$ cat src/verilog/dcbr_map.svh
// Purpose: constants for the dual counter with byte readout
// Assumes: single clock mclk_i at 25 MHz
// Notes:   widths and count constants shared by the design files
`ifndef DCBR_MAP_SVH
`define DCBR_MAP_SVH
`define DCBR_CNT_W     16
`define DCBR_STORE_W   32
`define DCBR_BYTE_W    8
`define DCBR_CNT_ZERO  16'h0000
`define DCBR_CNT_FULL  16'hFFFF
`define DCBR_CNT_ONE   16'h0001
`define DCBR_SYNC_ZERO 2'h0
`endif

$ cat src/verilog/dcbr_pkg.sv
// Purpose: types for the dual counter with byte readout
// Assumes: nothing
// Notes:   byte selection codes
package dcbr_pkg;
    typedef enum logic [2:0] {
        DCBR_SEL_NONE,
        DCBR_SEL_AL,
        DCBR_SEL_AH,
        DCBR_SEL_BL,
        DCBR_SEL_BH
    } dcbr_sel_t;
endpackage

$ cat src/verilog/dcbr_top.sv
// Purpose: two 16-bit up counters, shared 32-bit store, byte-wide readout
// Assumes: all pins except srst_i sampled into mclk_i through two flops
// Notes:   count and register clocks act on their sampled rising edges
`include "dcbr_map.svh"
`timescale 1ns/1ns
`default_nettype none
module dcbr_top (
    // clock and reset
    input  wire logic        mclk_i,
    input  wire logic        srst_i,
    // count pins
    input  wire logic        count_clock_a_i,
    input  wire logic        count_clock_b_i,
    input  wire logic        count_b_enable_n_i,
    input  wire logic        shared_clear_n_i,
    input  wire logic        register_clock_i,
    // byte gates
    input  wire logic        gate_a_low_byte_n_i,
    input  wire logic        gate_a_high_byte_n_i,
    input  wire logic        gate_b_low_byte_n_i,
    input  wire logic        gate_b_high_byte_n_i,
    // outputs
    output logic             terminal_count_a_n_o,
    output logic [7:0]       data_o,
    output logic             data_oe_n_o
);
    // ----------------------------------------
    // local sizes
    // ----------------------------------------
    localparam int PIN_N  = 9;
    localparam int EDGE_N = 3;
    localparam int CNT_N  = 2;

    // ----------------------------------------
    // helpers
    // ----------------------------------------
    // next count: one step up when enabled
    function automatic logic [`DCBR_CNT_W-1:0] dcbr_step(
        input logic [`DCBR_CNT_W-1:0] value,
        input logic                   en
    );
        if (en) begin
            return value + `DCBR_CNT_ONE;
        end else begin
            return value;
        end
    endfunction

    // gate pins to byte code, fixed priority
    function automatic dcbr_pkg::dcbr_sel_t dcbr_pick(
        input logic [3:0] gates_n
    );
        if (!gates_n[3]) begin
            return dcbr_pkg::DCBR_SEL_AL;
        end else if (!gates_n[2]) begin
            return dcbr_pkg::DCBR_SEL_AH;
        end else if (!gates_n[1]) begin
            return dcbr_pkg::DCBR_SEL_BL;
        end else if (!gates_n[0]) begin
            return dcbr_pkg::DCBR_SEL_BH;
        end else begin
            return dcbr_pkg::DCBR_SEL_NONE;
        end
    endfunction

    // stored byte for a code
    function automatic logic [`DCBR_BYTE_W-1:0] dcbr_byte(
        input logic [`DCBR_STORE_W-1:0] word,
        input dcbr_pkg::dcbr_sel_t      code
    );
        unique case (code)
            dcbr_pkg::DCBR_SEL_AL:   return word[7:0];
            dcbr_pkg::DCBR_SEL_AH:   return word[15:8];
            dcbr_pkg::DCBR_SEL_BL:   return word[23:16];
            dcbr_pkg::DCBR_SEL_BH:   return word[31:24];
            dcbr_pkg::DCBR_SEL_NONE: return 8'h00;
            default:                 return 8'h00;
        endcase
    endfunction

    // ----------------------------------------
    // pin synchronisers
    // ----------------------------------------
    logic [PIN_N-1:0] pins_raw;
    logic [PIN_N-1:0] pins_s;

    assign pins_raw = {count_clock_a_i,
                       count_clock_b_i,
                       count_b_enable_n_i,
                       shared_clear_n_i,
                       register_clock_i,
                       gate_a_low_byte_n_i,
                       gate_a_high_byte_n_i,
                       gate_b_low_byte_n_i,
                       gate_b_high_byte_n_i};

    dcbr_sync #(
        .W (PIN_N)
    ) u_sync (
        .mclk_i  (mclk_i),
        .async_i (pins_raw),
        .sync_o  (pins_s)
    );

    // ----------------------------------------
    // pin views
    // ----------------------------------------
    wire       count_clock_a_s    = pins_s[8];
    wire       count_clock_b_s    = pins_s[7];
    wire       benn_s    = pins_s[6];
    wire       clrn_s    = pins_s[5];
    wire       rclk_s    = pins_s[4];
    wire [3:0] gates_n_s = pins_s[3:0];

    // ----------------------------------------
    // edge detect
    // ----------------------------------------
    // bit 0 count clock a, bit 1 count clock b, bit 2 register clock
    logic [EDGE_N-1:0] edge_in_s;
    logic [EDGE_N-1:0] edge_d_r;
    wire  [EDGE_N-1:0] edge_rise;

    assign edge_in_s = {rclk_s, count_clock_b_s, count_clock_a_s};

    // delay stage follows the pin even in reset, so no false edge after it
    always_ff @(posedge mclk_i) begin
        edge_d_r <= edge_in_s;
    end

    for (genvar e = 0; e < EDGE_N; e++) begin : g_edge
        assign edge_rise[e] = edge_in_s[e] & ~edge_d_r[e];
    end

    // ----------------------------------------
    // counters
    // ----------------------------------------
    // counter a is element 0, counter b element 1
    wire                   clear_now = srst_i | ~clrn_s;
    wire [CNT_N-1:0]       step_en;
    wire [`DCBR_CNT_W-1:0] cnt_q   [CNT_N];
    wire [`DCBR_CNT_W-1:0] cnt_nxt [CNT_N];

    assign step_en[0] = edge_rise[0];
    assign step_en[1] = edge_rise[1] & ~benn_s;

    for (genvar k = 0; k < CNT_N; k++) begin : g_cnt
        logic [`DCBR_CNT_W-1:0] cnt_r;

        assign cnt_nxt[k] = dcbr_step(cnt_r, step_en[k]);
        assign cnt_q[k]   = cnt_r;

        always_ff @(posedge mclk_i) begin
            if (clear_now) begin
                cnt_r <= `DCBR_CNT_ZERO;
            end else begin
                cnt_r <= cnt_nxt[k];
            end
        end
    end

    // ----------------------------------------
    // terminal count
    // ----------------------------------------
    // full next cycle unless a clear wins
    wire a_full_nxt = ~clear_now & (cnt_nxt[0] == `DCBR_CNT_FULL);

    // ----------------------------------------
    // storage register
    // ----------------------------------------
    logic [`DCBR_STORE_W-1:0] store_r;
    wire  [`DCBR_STORE_W-1:0] store_nxt = {cnt_q[1], cnt_q[0]};

    always_ff @(posedge mclk_i) begin
        if (srst_i) begin
            store_r <= {`DCBR_CNT_ZERO, `DCBR_CNT_ZERO};
        end else if (edge_rise[2]) begin
            store_r <= store_nxt;
        end
    end

    // ----------------------------------------
    // byte select
    // ----------------------------------------
    dcbr_pkg::dcbr_sel_t     sel;
    logic [`DCBR_BYTE_W-1:0] byte_nxt;
    logic                    oe_n_nxt;

    assign sel      = dcbr_pick(gates_n_s);
    assign byte_nxt = dcbr_byte(store_r, sel);
    assign oe_n_nxt = (sel == dcbr_pkg::DCBR_SEL_NONE);

    // ----------------------------------------
    // outputs
    // ----------------------------------------
    // byte bus, zero while released
    always_ff @(posedge mclk_i) begin
        if (srst_i) begin
            data_o <= 8'h00;
        end else begin
            data_o <= byte_nxt;
        end
    end

    // bus enable, high releases the bus
    always_ff @(posedge mclk_i) begin
        if (srst_i) begin
            data_oe_n_o <= 1'b1;
        end else begin
            data_oe_n_o <= oe_n_nxt;
        end
    end

    // terminal count, low while counter a is full
    always_ff @(posedge mclk_i) begin
        if (srst_i) begin
            terminal_count_a_n_o <= 1'b1;
        end else begin
            terminal_count_a_n_o <= ~a_full_nxt;
        end
    end
endmodule
`default_nettype wire

$ cat src/verilog/dcbr_sync.sv
// Purpose: two-flop synchroniser for pin inputs
// Assumes: inputs come from outside mclk_i
// Notes:   first stage is read only by the second
`timescale 1ns/1ns
`default_nettype none
module dcbr_sync #(
    parameter int W = 1
) (
    // clock
    input  wire logic         mclk_i,
    // data
    input  wire logic [W-1:0] async_i,
    output logic      [W-1:0] sync_o
);
    logic [W-1:0] meta_r;

    always_ff @(posedge mclk_i) begin
        meta_r <= async_i;
        sync_o <= meta_r;
    end
endmodule
`default_nettype wire

$ cat config.mk
export PLATFORM = sky130hd
export DESIGN_NAME = dcbr_top
export DESIGN_NICKNAME = d
export VERILOG_FILES = /design/src/verilog/dcbr_pkg.sv /design/src/verilog/dcbr_top.sv /design/src/verilog/dcbr_sync.sv
export VERILOG_INCLUDE_DIRS = /design/src /design/src/verilog
export SDC_FILE = /design/constraint.sdc
export NUM_CORES = 1
export LEC_CHECK = 0
export BUFFER_PORTS_ARGS = -buffer_cell sky130_fd_sc_hd__buf_2
export CORE_MARGIN = 3
export CORE_UTILIZATION = 45
export DETAILED_ROUTE_END_ITERATION = 12
export HOLD_SLACK_MARGIN = 0.02
export PLACE_DENSITY = 0.63
export SYNTH_ARGS = -nofsm -noshare
export SYNTH_HDL_FRONTEND = slang
export SYNTH_HIERARCHICAL = 1
export SYNTH_SLANG_ARGS = --single-unit
$ cat constraint.sdc
create_clock -name mclk_i -period 3.17 [get_ports mclk_i]
set_clock_uncertainty 0.05 [all_clocks]
set_input_delay 0.317 -clock mclk_i [delete_from_list [all_inputs] [get_ports mclk_i]]
set_output_delay 0.317 -clock mclk_i [all_outputs]
set_load 0.05 [all_outputs]
# After elaboration in Yosys (flattened, before gate mapping)
# Index checks and enable logic that the tools add are counted.
# Widths: inputs -> output; s select.
[word_totals] reg_bits=95 input_bits=11 out_inout_bits=10
[classes] add_sub_neg=2 n_eq_ne=5 mux=6 bitwise=13 reduce_logical=1
[op_table] cell="$add 16x1->16 const B" count=2
[op_table] cell="$pmux 8 s4" count=1
[op_table] cell="$eq 16x16->1 const B" count=1
[op_table] cell="$mux 16" count=1
[op_table] cell="$mux 3" count=4
[op_table] cell="$not 1->1" count=7
[op_table] cell="$eq 3x2->1 const B" count=2
[op_table] cell="$and 1x1->1" count=5
[op_table] cell="$eq 3x1->1 const B" count=1
[op_table] cell="$eq 3x3->1 const B" count=1
[op_table] cell="$logic_not 3->1" count=1
[op_table] cell="$or 1x1->1" count=1

# Longest topological paths before layout
# Gate-level depths: netlist (run 1).
[depth] depth_word=6 mapped_depth=7 mapped_depth_nobuf=6

# By module
# Netlist (run 1), hierarchy kept.
[by_module_without_submodules] module="dcbr_top" n_inst=1 cells_per_inst=411 area_per_inst_um2=3300.7 seq_area_each_um2=1541.5
[by_module_without_submodules] module="dcbr_sync" n_inst=1 cells_per_inst=18 area_per_inst_um2=360.3 seq_area_each_um2=360.3

# Worst setup path after synthesis (run 1)
# OpenSTA, ideal clock, no wires.
[synth_path] path_kind="register -> register" from="reg g_cnt[0].cnt_r[0]" to="reg terminal_count_a_n_o" t_arrival_ps=1592 slack_ps=1395 path_stages_with_launch=7 period_less_slack_ps=1775 path_cell_list="dfxtp_1 ha_1 and4bb_1 a31oi_1 or3_1 a2111oi_0 nand4_1"
[synth_via] elab_chain_cells=5
[synth_rtl] element="start: declaration" line="dcbr_top.sv:147" rtl="logic [`DCBR_CNT_W-1:0] cnt_r;"
[synth_rtl] element="start signal: assignment" line="dcbr_top.sv:154" rtl="cnt_r <= `DCBR_CNT_ZERO;"
[synth_rtl] element="start signal: assignment" line="dcbr_top.sv:156" rtl="cnt_r <= cnt_nxt[k];"
[synth_rtl] element="$add 16x1->16 (no source line)"
[synth_rtl] element="$mux 16 (*)" line="dcbr_top.sv:42" rtl="if (en) begin"
[synth_rtl] element="$eq 16x16->1 (no source line) (*)"
[synth_rtl] element="$and 1x1->1 (*)" line="dcbr_top.sv:165" rtl="wire a_full_nxt = ~clear_now & (cnt_nxt[0] == `DCBR_CNT_FULL);"
[synth_rtl] element="$not 1->1 (*)" line="dcbr_top.sv:218" rtl="terminal_count_a_n_o <= ~a_full_nxt;"
[synth_rtl] element="end signal: assignment" line="dcbr_top.sv:218"
[synth_rtl] element="end: declaration" line="dcbr_top.sv:23" rtl="output logic terminal_count_a_n_o,"
# Every way passes the cells marked *; elsewhere a longest branch is shown, timed or not.
# A chain may end at the register's enable or synchronous reset.

# Final worst setup path (run 1)
# Same ends and word-level chain as after synthesis.

==> impl_metrics.sql, run 1 <==
INSERT INTO impl_metrics (metric_group, metric, value, unit) VALUES
('status', 'outcome', 'finished clean', ''),
('synthesis', 'synth_ff_type', 'sky130_fd_sc_hd__dfxtp_1', ''),
('hold_path', 'min_path_type', 'reg -> reg', ''),
('worst_setup_path', 'worst_r2r_startpoint', 'g_cnt[0].cnt_r[0]', ''),
('hold_path', 'whs_path_depth', '0', ''),
('global_route', 'grt_first_pass_wirelength', '12660', 'um'),
('synthesis', 'ys_warn_count', '6', ''),
('hold_path', 'holdCritStartpoint', 'u_sync/meta_r[5]', ''),
('die', 'row_count', '32', ''),
('die', 'core', '7807', 'um^2'),
('power_and_ir_drop', 'internal_power', '1653', 'uW'),
('worst_setup_path', 'worst-setup-path-type', 'reg -> reg', ''),
('clock_tree', 'cts_root_buf', 'sky130_fd_sc_hd__clkbuf_8', ''),
('die', 'die_height', '96.20', 'um'),
('synthesis', 'synth.lib_cells_used.distinct', '42', ''),
('layout', 'layout.cells.most_common_list', '95 x sky130_fd_sc_hd__dfxtp_1, 93 x sky130_fd_sc_hd__nand2_1, 48 x sky130_fd_sc_hd__a21oi_1', ''),
('drt', 'drt.antenna.violating_nets', '0', ''),
('sta', 'max_freq', '468.9', 'MHz'),
('sta', 'slew-limit-headroom', '0.5555', ''),
('power_and_ir_drop', 'power_switching', '475.9', 'uW'),
('power_and_ir_drop', 'p_clk_frac', '0.381', ''),
('synthesis', 'mappedNetlistArea', '3661', 'um^2'),
('worst_setup_path', 'start_kind', 'register', ''),
('global_route', 'track_usage', '0.1781', ''),
('synthesis', 'ys_ff_latch', '95', ''),
('die', 'die_width', '96.20', 'um'),
('power_and_ir_drop', 'pwr_density_cell', '518.5', 'nW/um^2'),
('sta', 'rsz0062_at_grt', 'no', ''),
('worst_setup_path', 'rrSetupSlack', '1040', 'ps'),
('drt', 'routed_wl', '7507', 'um'),
('clock_tree', 'clock_tree.buffer_depth', '2', ''),
('worst_setup_path', 'ff2ff_path_depth', '6', ''),
('synthesis', 'syn-mean-instance-area', '8.534', 'um^2'),
('synthesis', 'synth_sequential_area_ratio', '0.5195', ''),
('clock_tree', 'numCtsBuffers', '9', ''),
('layout', 'most_common_cell_after_layout_fill_and_taps_aside', 'sky130_fd_sc_hd__dfxtp_1', ''),
('clock_tree', 'cts.sinks', '95', ''),
('sta', 'fin_crit', '2133', 'ps'),
('layout', 'area_growth_from_synthesis_to_layout', '12.13', '%'),
('place', 'numPortBuffers', '20', ''),
('power_and_ir_drop', 'total_power', '2129', 'uW'),
('drt', 'drcViolationCount', '0', ''),
('global_route', 'pin_count_of_the_biggest_net_entering_global_routing', '34', ''),
('drt', 'vias', '2876', ''),
('layout', 'share_of_final_layout_standard_cells_stronger_than_drive_strength_1', '0.09978', ''),
('clock_tree', 'htree_num_levels', '3', ''),
('synthesis', 'netlist_top_cells_area', 'sky130_fd_sc_hd__dfxtp_1 52%, sky130_fd_sc_hd__nand2_1 9.5%, sky130_fd_sc_hd__a21oi_1 6.6%, sky130_fd_sc_hd__xnor2_1 3.3%, sky130_fd_sc_hd__nor2_1 3.1%', ''),
('power_and_ir_drop', 'switching_share', '0.2235', ''),
('power_and_ir_drop', 'power.share.sequential', '0.578', ''),
('synthesis', 'synthArstFlopShare', '0', ''),
('drt', 'post_drt_via_cell_ratio', '5.201', ''),
('sta', 'worstMarginPinSlew', '665.9', 'ps'),
('sta', 'layout_worst_path_cycle_share', '0.6728', ''),
('die', 'number_of_top_level_design_ports', '21', ''),
('power_and_ir_drop', 'power.leakage', '0.001351', 'uW'),
('power_and_ir_drop', 'share_of_power_burned_in_combinational_logic', '0.041', ''),
('sta', 'setup_viol_count_final', '0', ''),
('worst_setup_path', 'timing.critical_path.required', '3350', 'ps'),
('global_route', 'first_global_vias', '2639', ''),
('clock_tree', 'path_clk_slew', '80', 'ps'),
('synthesis', 'synth_enable_flop_cells', '0', ''),
('synthesis', 'synth_top_area_cell', 'sky130_fd_sc_hd__dfxtp_1', ''),
('synthesis', 'postSynthCellCount', '429', ''),
('die', 'effective_utilization_at_floorplan', '0.4689', ''),
('synthesis', 'post-synth-top-area-fraction', '0.5195', ''),
('place', 'gp_congestion', '0.8264', ''),
('drt', 'drt_pass1_iterations', '4', ''),
('drt', 'drt-initial-drc-count', '148', ''),
('clock_tree', 'cts_tree', 'built', ''),
('global_route', 'grt_antenna_before_repair', '0', ''),
('clock_tree', 'post_cts.repair.setup_buffers', '0', '');
repair_timing:
| item | in CTS | in global routing |
|---|---|---|
| hold buffers | 9 | 0 |
| endpoints found under the hold margin | 9 | 0 |
| gates resized for setup | 0 | 0 |
synth_stat cells, types with 2 or more instances:
cell type                   n
sky130_fd_sc_hd__nand4_1    5
sky130_fd_sc_hd__a21oi_1   48
sky130_fd_sc_hd__and2_1     3
sky130_fd_sc_hd__nor4_1     2
sky130_fd_sc_hd__nand3_1   12
sky130_fd_sc_hd__xnor2_1   14
sky130_fd_sc_hd__o31ai_1    3
sky130_fd_sc_hd__o221ai_1   8
sky130_fd_sc_hd__buf_2      4
sky130_fd_sc_hd__nor2_1    30
sky130_fd_sc_hd__or3_1      9
sky130_fd_sc_hd__and3_1     2
sky130_fd_sc_hd__clkbuf_1  21
sky130_fd_sc_hd__inv_1     11
sky130_fd_sc_hd__mux2i_1    3
sky130_fd_sc_hd__nand2b_1   7
sky130_fd_sc_hd__nand2_1   93
sky130_fd_sc_hd__ha_1       2
sky130_fd_sc_hd__nor3_1     8
sky130_fd_sc_hd__o21ai_0   17
sky130_fd_sc_hd__nor3b_1    2
sky130_fd_sc_hd__nor2b_1    2
sky130_fd_sc_hd__dfxtp_1   95
sky130_fd_sc_hd__xor2_1     9
sky130_fd_sc_hd__o22ai_1    2
power by group through the flow:
stage / registers (uW) / logic, uW / clock network (uW)
5_1_grt: 1230 / 96.3 / 879
4_1_cts: 1230 / 88.7 / 840
3_3_place_gp: 1260 / 80.6 / 0
6_report: 1230 / 87.5 / 811
3_5_place_dp: 1260 / 79.9 / 0
2_1_floorplan: 1260 / 48.5 / 0
logic make-up after synthesis:
logic type / synth area share
xor gates and xnor gates: 0.05503
muxes: 0.008203
DFF: 0.5195
and+or+nand+nor: 0.2324
AOI/OAI and AO/OA: 0.1357
adders and majority gates: 0.006834
buffers and inverters: 0.04238
how the worst max path moves through the flow:
stage / from / end / cells after the start
final: g_cnt[0].cnt_r[0] / terminal_count_a_n_o / 6
after global placement: g_cnt[0].cnt_r[0] / terminal_count_a_n_o / 6
after CTS: g_cnt[0].cnt_r[0] / terminal_count_a_n_o / 6
after global routing: g_cnt[0].cnt_r[0] / terminal_count_a_n_o / 6
after detailed placement: g_cnt[0].cnt_r[0] / terminal_count_a_n_o / 6
after floorplan: g_cnt[0].cnt_r[0] / terminal_count_a_n_o / 6
worst max-delay path, cell delays in order, from the launching register on:
cell and delay, ps:
sky130_fd_sc_hd__dfxtp_1 500, sky130_fd_sc_hd__ha_1 280, sky130_fd_sc_hd__nand3b_1 110, sky130_fd_sc_hd__xor2_1 160
sky130_fd_sc_hd__or3_1 370, sky130_fd_sc_hd__a2111oi_0 400, sky130_fd_sc_hd__nand4_1 140
stage by stage:
step	cell area [um^2]	setup WS, ps	utilization	hold WS (ps)	std cells
finish	4105	1037	0.5258	281.2	553
global route	4105	839.7	0.5258	289.4	553
CTS	4105	1039	0.5258	282.3	553
detailed placement	3807	1062	0.4877	262.1	528
global placement	3807	1124	0.4877	260.1	528
floorplan	3661	1395	-	259.6	429
per-layer routing:
layer  routed length [um]  track usage  part of all wire  vias to the layer above
met4                  114      0.05687             0.015                        0
li1                     -            -                 -                     1476
met2                 3399       0.2783              0.45                       56
met5                    0            0                 0                        -
met3                  359      0.04769             0.048                       11
met1                 3633       0.2387              0.48                     1333
cell type report:
type                    instances  area, um^2
flip-flops and latches         95        1902
repair buffers                 33       220.2
clock buffers                  12       155.1
inverters                      11       41.29
fillers                       751        3702
clock inverters                 4       52.55
multi-input cells             296        1607
well taps                     102       127.6
registers in the layout, indices dropped and copies added, names as in the netlist:
signal / count
edge_d_r: 3
terminal_count_a_n_o: 1
u_sync/meta_r: 9
data_oe_n_o: 1
g_cnt.cnt_r: 32
u_sync/sync_o: 9
data_o: 8
store_r: 32
No activity file was read; power rests on OpenSTA's default activity.
==> run 2: changes to the inputs <==
clock period = 2 ns   (was 3.17 ns; I/O delays follow)
==> impl_metrics.sql, run 2 (synthesis gave the netlist of run 1 again) <==
INSERT INTO impl_metrics (metric_group, metric, value, unit) VALUES
('layout', 'share_of_final_layout_standard_cells_stronger_than_drive_strength_1', '0.1220', ''),
('clock_tree', 'path_clk_slew', '90', 'ps'),
('sta', 'slew-limit-headroom', '0.6625', ''),
('sta', 'hold_slack', '283.0', 'ps'),
('die', 'fp.dieArea', '9253', 'um^2'),
('place', 'gp_congestion', '0.8517', ''),
('worst_setup_path', 'timing.critical_path.fanout_max', '10', ''),
('worst_setup_path', 'critPathTopFamily', 'simple AND/OR/NAND/NOR gates', ''),
('drt', 'vias', '2929', ''),
('sta', 'fin_crit', '1774', 'ps'),
('power_and_ir_drop', 'switching_share', '0.2498', ''),
('power_and_ir_drop', 'worst_ir_drop_vdd', '0.3259', 'mV'),
('global_route', 'grt.met1_usage', '0.2355', ''),
('clock_tree', 'htree_num_levels', '3', ''),
('worst_setup_path', 'worst-setup-path-type', 'reg -> reg', ''),
('clock_tree', 'cts.sinks', '95', ''),
('clock_tree', 'clkLatencyLatePin', '360', 'ps'),
('global_route', 'grt_first_pass_wirelength', '12400', 'um'),
('worst_setup_path', 'timing.critical_path.required', '2230', 'ps'),
('worst_setup_path', 'critPathBufInv', '0', ''),
('die', 'die_height', '96.20', 'um'),
('global_route', 'global_route.peak_usage_layer', 'met2', ''),
('sta', 'setup_viol_count_final', '0', ''),
('worst_setup_path', 'slowest_cell_on_crit_path', 'sky130_fd_sc_hd__or3_1', ''),
('flow_run', 'drv_cap', '0', ''),
('clock_tree', 'cts_tree', 'built', ''),
('worst_setup_path', 'r2r_end', 'g_cnt[0].cnt_r[9]', ''),
('drt', 'drt-wirelength-per-cell', '13.52', 'um'),
('worst_setup_path', 'worstPathArrival', '2010', 'ps'),
('power_and_ir_drop', 'power_switching', '815.2', 'uW'),
('global_route', 'grt_remaining_overflow', '0', ''),
('drt', 'drt_pass1_iterations', '4', ''),
('hold_path', 'whs_path_depth', '0', ''),
('global_route', 'first_global_vias', '2627', ''),
('power_and_ir_drop', 'p_clk_frac', '0.357', ''),
('clock_tree', 'cts_root_buf', 'sky130_fd_sc_hd__clkbuf_8', ''),
('sta', 'hold_viol', '0', ''),
('sta', 'max_freq', '563.6', 'MHz'),
('sta', 'worstMarginPinSlew', '504.4', 'ps'),
('global_route', 'pin_count_of_the_biggest_net_entering_global_routing', '33', ''),
('worst_setup_path', 'crit_path_frequent_cell', 'sky130_fd_sc_hd__or3_1', ''),
('power_and_ir_drop', 'internal_power', '2448', 'uW'),
('layout', 'most_common_cell_after_layout_fill_and_taps_aside', 'sky130_fd_sc_hd__dfxtp_1', ''),
('drt', 'routed_wl', '7586', 'um'),
('worst_setup_path', 'ff2ff_path_depth', '4', ''),
('sta', 'rsz0062_at_grt', 'no', ''),
('drt', 'drt-initial-drc-count', '112', ''),
('die', 'die_width', '96.20', 'um'),
('global_route', 'grt_use_met2', '0.2703', ''),
('worst_setup_path', 'path_cells', 'nand3b_4 -> or3_1 -> or3_1 -> a21oi_1', ''),
('layout', 'insertedDiodeCount', '0', ''),
('hold_path', 'holdCritStartpoint', 'u_sync/meta_r[8]', ''),
('worst_setup_path', 'timing.critical_path.to_type', 'register', ''),
('layout', 'area_growth_from_synthesis_to_layout', '13.57', '%'),
('power_and_ir_drop', 'power.share.sequential', '0.594', ''),
('place', 'numPortBuffers', '20', ''),
('hold_path', 'timing.hold.worst_endpoint', 'u_sync/sync_o[8]', ''),
('die', 'effective_utilization_at_floorplan', '0.4689', ''),
('power_and_ir_drop', 'pwr_density_cell', '784.9', 'nW/um^2'),
('hold_path', 'min_path_type', 'reg -> reg', ''),
('layout', 'largest_registers_ranked_by_flip_flop_count', 'g_cnt.cnt_r x32, store_r x32', ''),
('die', 'core', '7807', 'um^2'),
('power_and_ir_drop', 'power.leakage', '0.001383', 'uW'),
('power_and_ir_drop', 'share_of_power_burned_in_combinational_logic', '0.048', ''),
('layout', 'design.final.nets', '467', ''),
('worst_setup_path', 'slowest_delay', '510', 'ps'),
('global_route', 'global_route.usage.met3', '0.03753', ''),
('clock_tree', 'numCtsBuffers', '9', ''),
('status', 'outcome', 'finished clean', ''),
('place', 'instance_area_at_placement', '3867', 'um^2'),
('global_route', 'grt_antenna_before_repair', '0', ''),
('worst_setup_path', 'worst_r2r_startpoint', 'u_sync/sync_o[8]', ''),
('sta', 'final_max_slew_viol_count', '0', ''),
('die', 'number_of_top_level_design_ports', '21', ''),
('drt', 'drt.antenna.violating_nets', '0', ''),
('layout', 'final_design_area_no_fill', '4158', 'um^2'),
('global_route', 'track_usage', '0.1722', ''),
('die', 'row_count', '32', ''),
('clock_tree', 'clock_tree.buffer_depth', '2', ''),
('sta', 'setup_total_neg_slack', '0', 'ps'),
('worst_setup_path', 'start_kind', 'register', ''),
('layout', 'layout.cells.most_common_list', '94 x sky130_fd_sc_hd__dfxtp_1, 93 x sky130_fd_sc_hd__nand2_1, 48 x sky130_fd_sc_hd__a21oi_1', ''),
('drt', 'post_drt_via_cell_ratio', '5.221', ''),
('drt', 'drcViolationCount', '0', ''),
('place', 'dp_hpwl', '5351', 'um'),
('sta', 'layout_worst_path_cycle_share', '0.8871', ''),
('worst_setup_path', 'rrSetupSlack', '230', 'ps');
-- run 2: cell types whose count changed in the layout (fill, tap and decap cells not counted), moves of 2 or more --
cell                         change
sky130_fd_sc_hd__buf_4           +8
sky130_fd_sc_hd__clkinvlp_4      +3
sky130_fd_sc_hd__clkbuf_8        -2
sky130_fd_sc_hd__inv_8           +2
-- run 2: stage by stage --
| step | cells | worst slack [ps] | total power [uW] | util |
|---|---|---|---|---|
| floorplan | 429 | 225.3 | 2082 | - |
| global placement | 536 | 173.9 | 2126 | 0.4954 |
| detailed placement | 536 | 83.89 | 2128 | 0.4954 |
| CTS | 561 | 72.55 | 3291 | 0.5301 |
| global route | 561 | 33.45 | 3392 | 0.5325 |
| finish | 561 | 225.8 | 3263 | 0.5325 |
-- run 2: worst max-delay path by stage --
stage                      start                    to  slack (ps)  depth (start not counted)
2_1_floorplan  g_cnt[0].cnt_r[0]  terminal_count_a_n_o         230                          6
3_3_place_gp   g_cnt[0].cnt_r[0]  terminal_count_a_n_o         170                          6
3_5_place_dp   g_cnt[0].cnt_r[0]  terminal_count_a_n_o          80                          6
4_1_cts        g_cnt[0].cnt_r[0]  terminal_count_a_n_o          70                          6
5_1_grt         u_sync/sync_o[7]    g_cnt[1].cnt_r[15]          30                          5
6_report        u_sync/sync_o[8]     g_cnt[0].cnt_r[9]         230                          4
-- run 2: repair_timing --
item | in CTS | in global routing
hold buffers | 9 | 0
endpoints found under the hold margin | 9 | 0
endpoints found under the setup margin | 0 | 1
gates resized for setup | 0 | 5
setup buffers | 0 | 0
-- run 2: layout make-up --
class / instances / area (um^2)
fillers: 752 / 3650
multi-input cells: 296 / 1624
flip-flops and latches: 95 / 1903
clock buffers: 10 / 127.6
clock inverters: 6 / 53.80
repair buffers: 41 / 280.3
well taps: 102 / 127.6
inverters: 11 / 41.29
-- run 2: power by group through the flow --
stage	sequential (uW)	clock (uW)	combinational, uW
finish	1940	1170	158
global route	1940	1280	170
CTS	1940	1190	157
detailed placement	1980	0	144
global placement	1980	0	144
floorplan	2000	0	76.9
-- run 2: per-layer routing --
metal / part of all wire / routed length [um]
met3: 0.040 / 305
met4: 0.0074 / 56
met1: 0.50 / 3780
met5: 0 / 0
met2: 0.45 / 3444
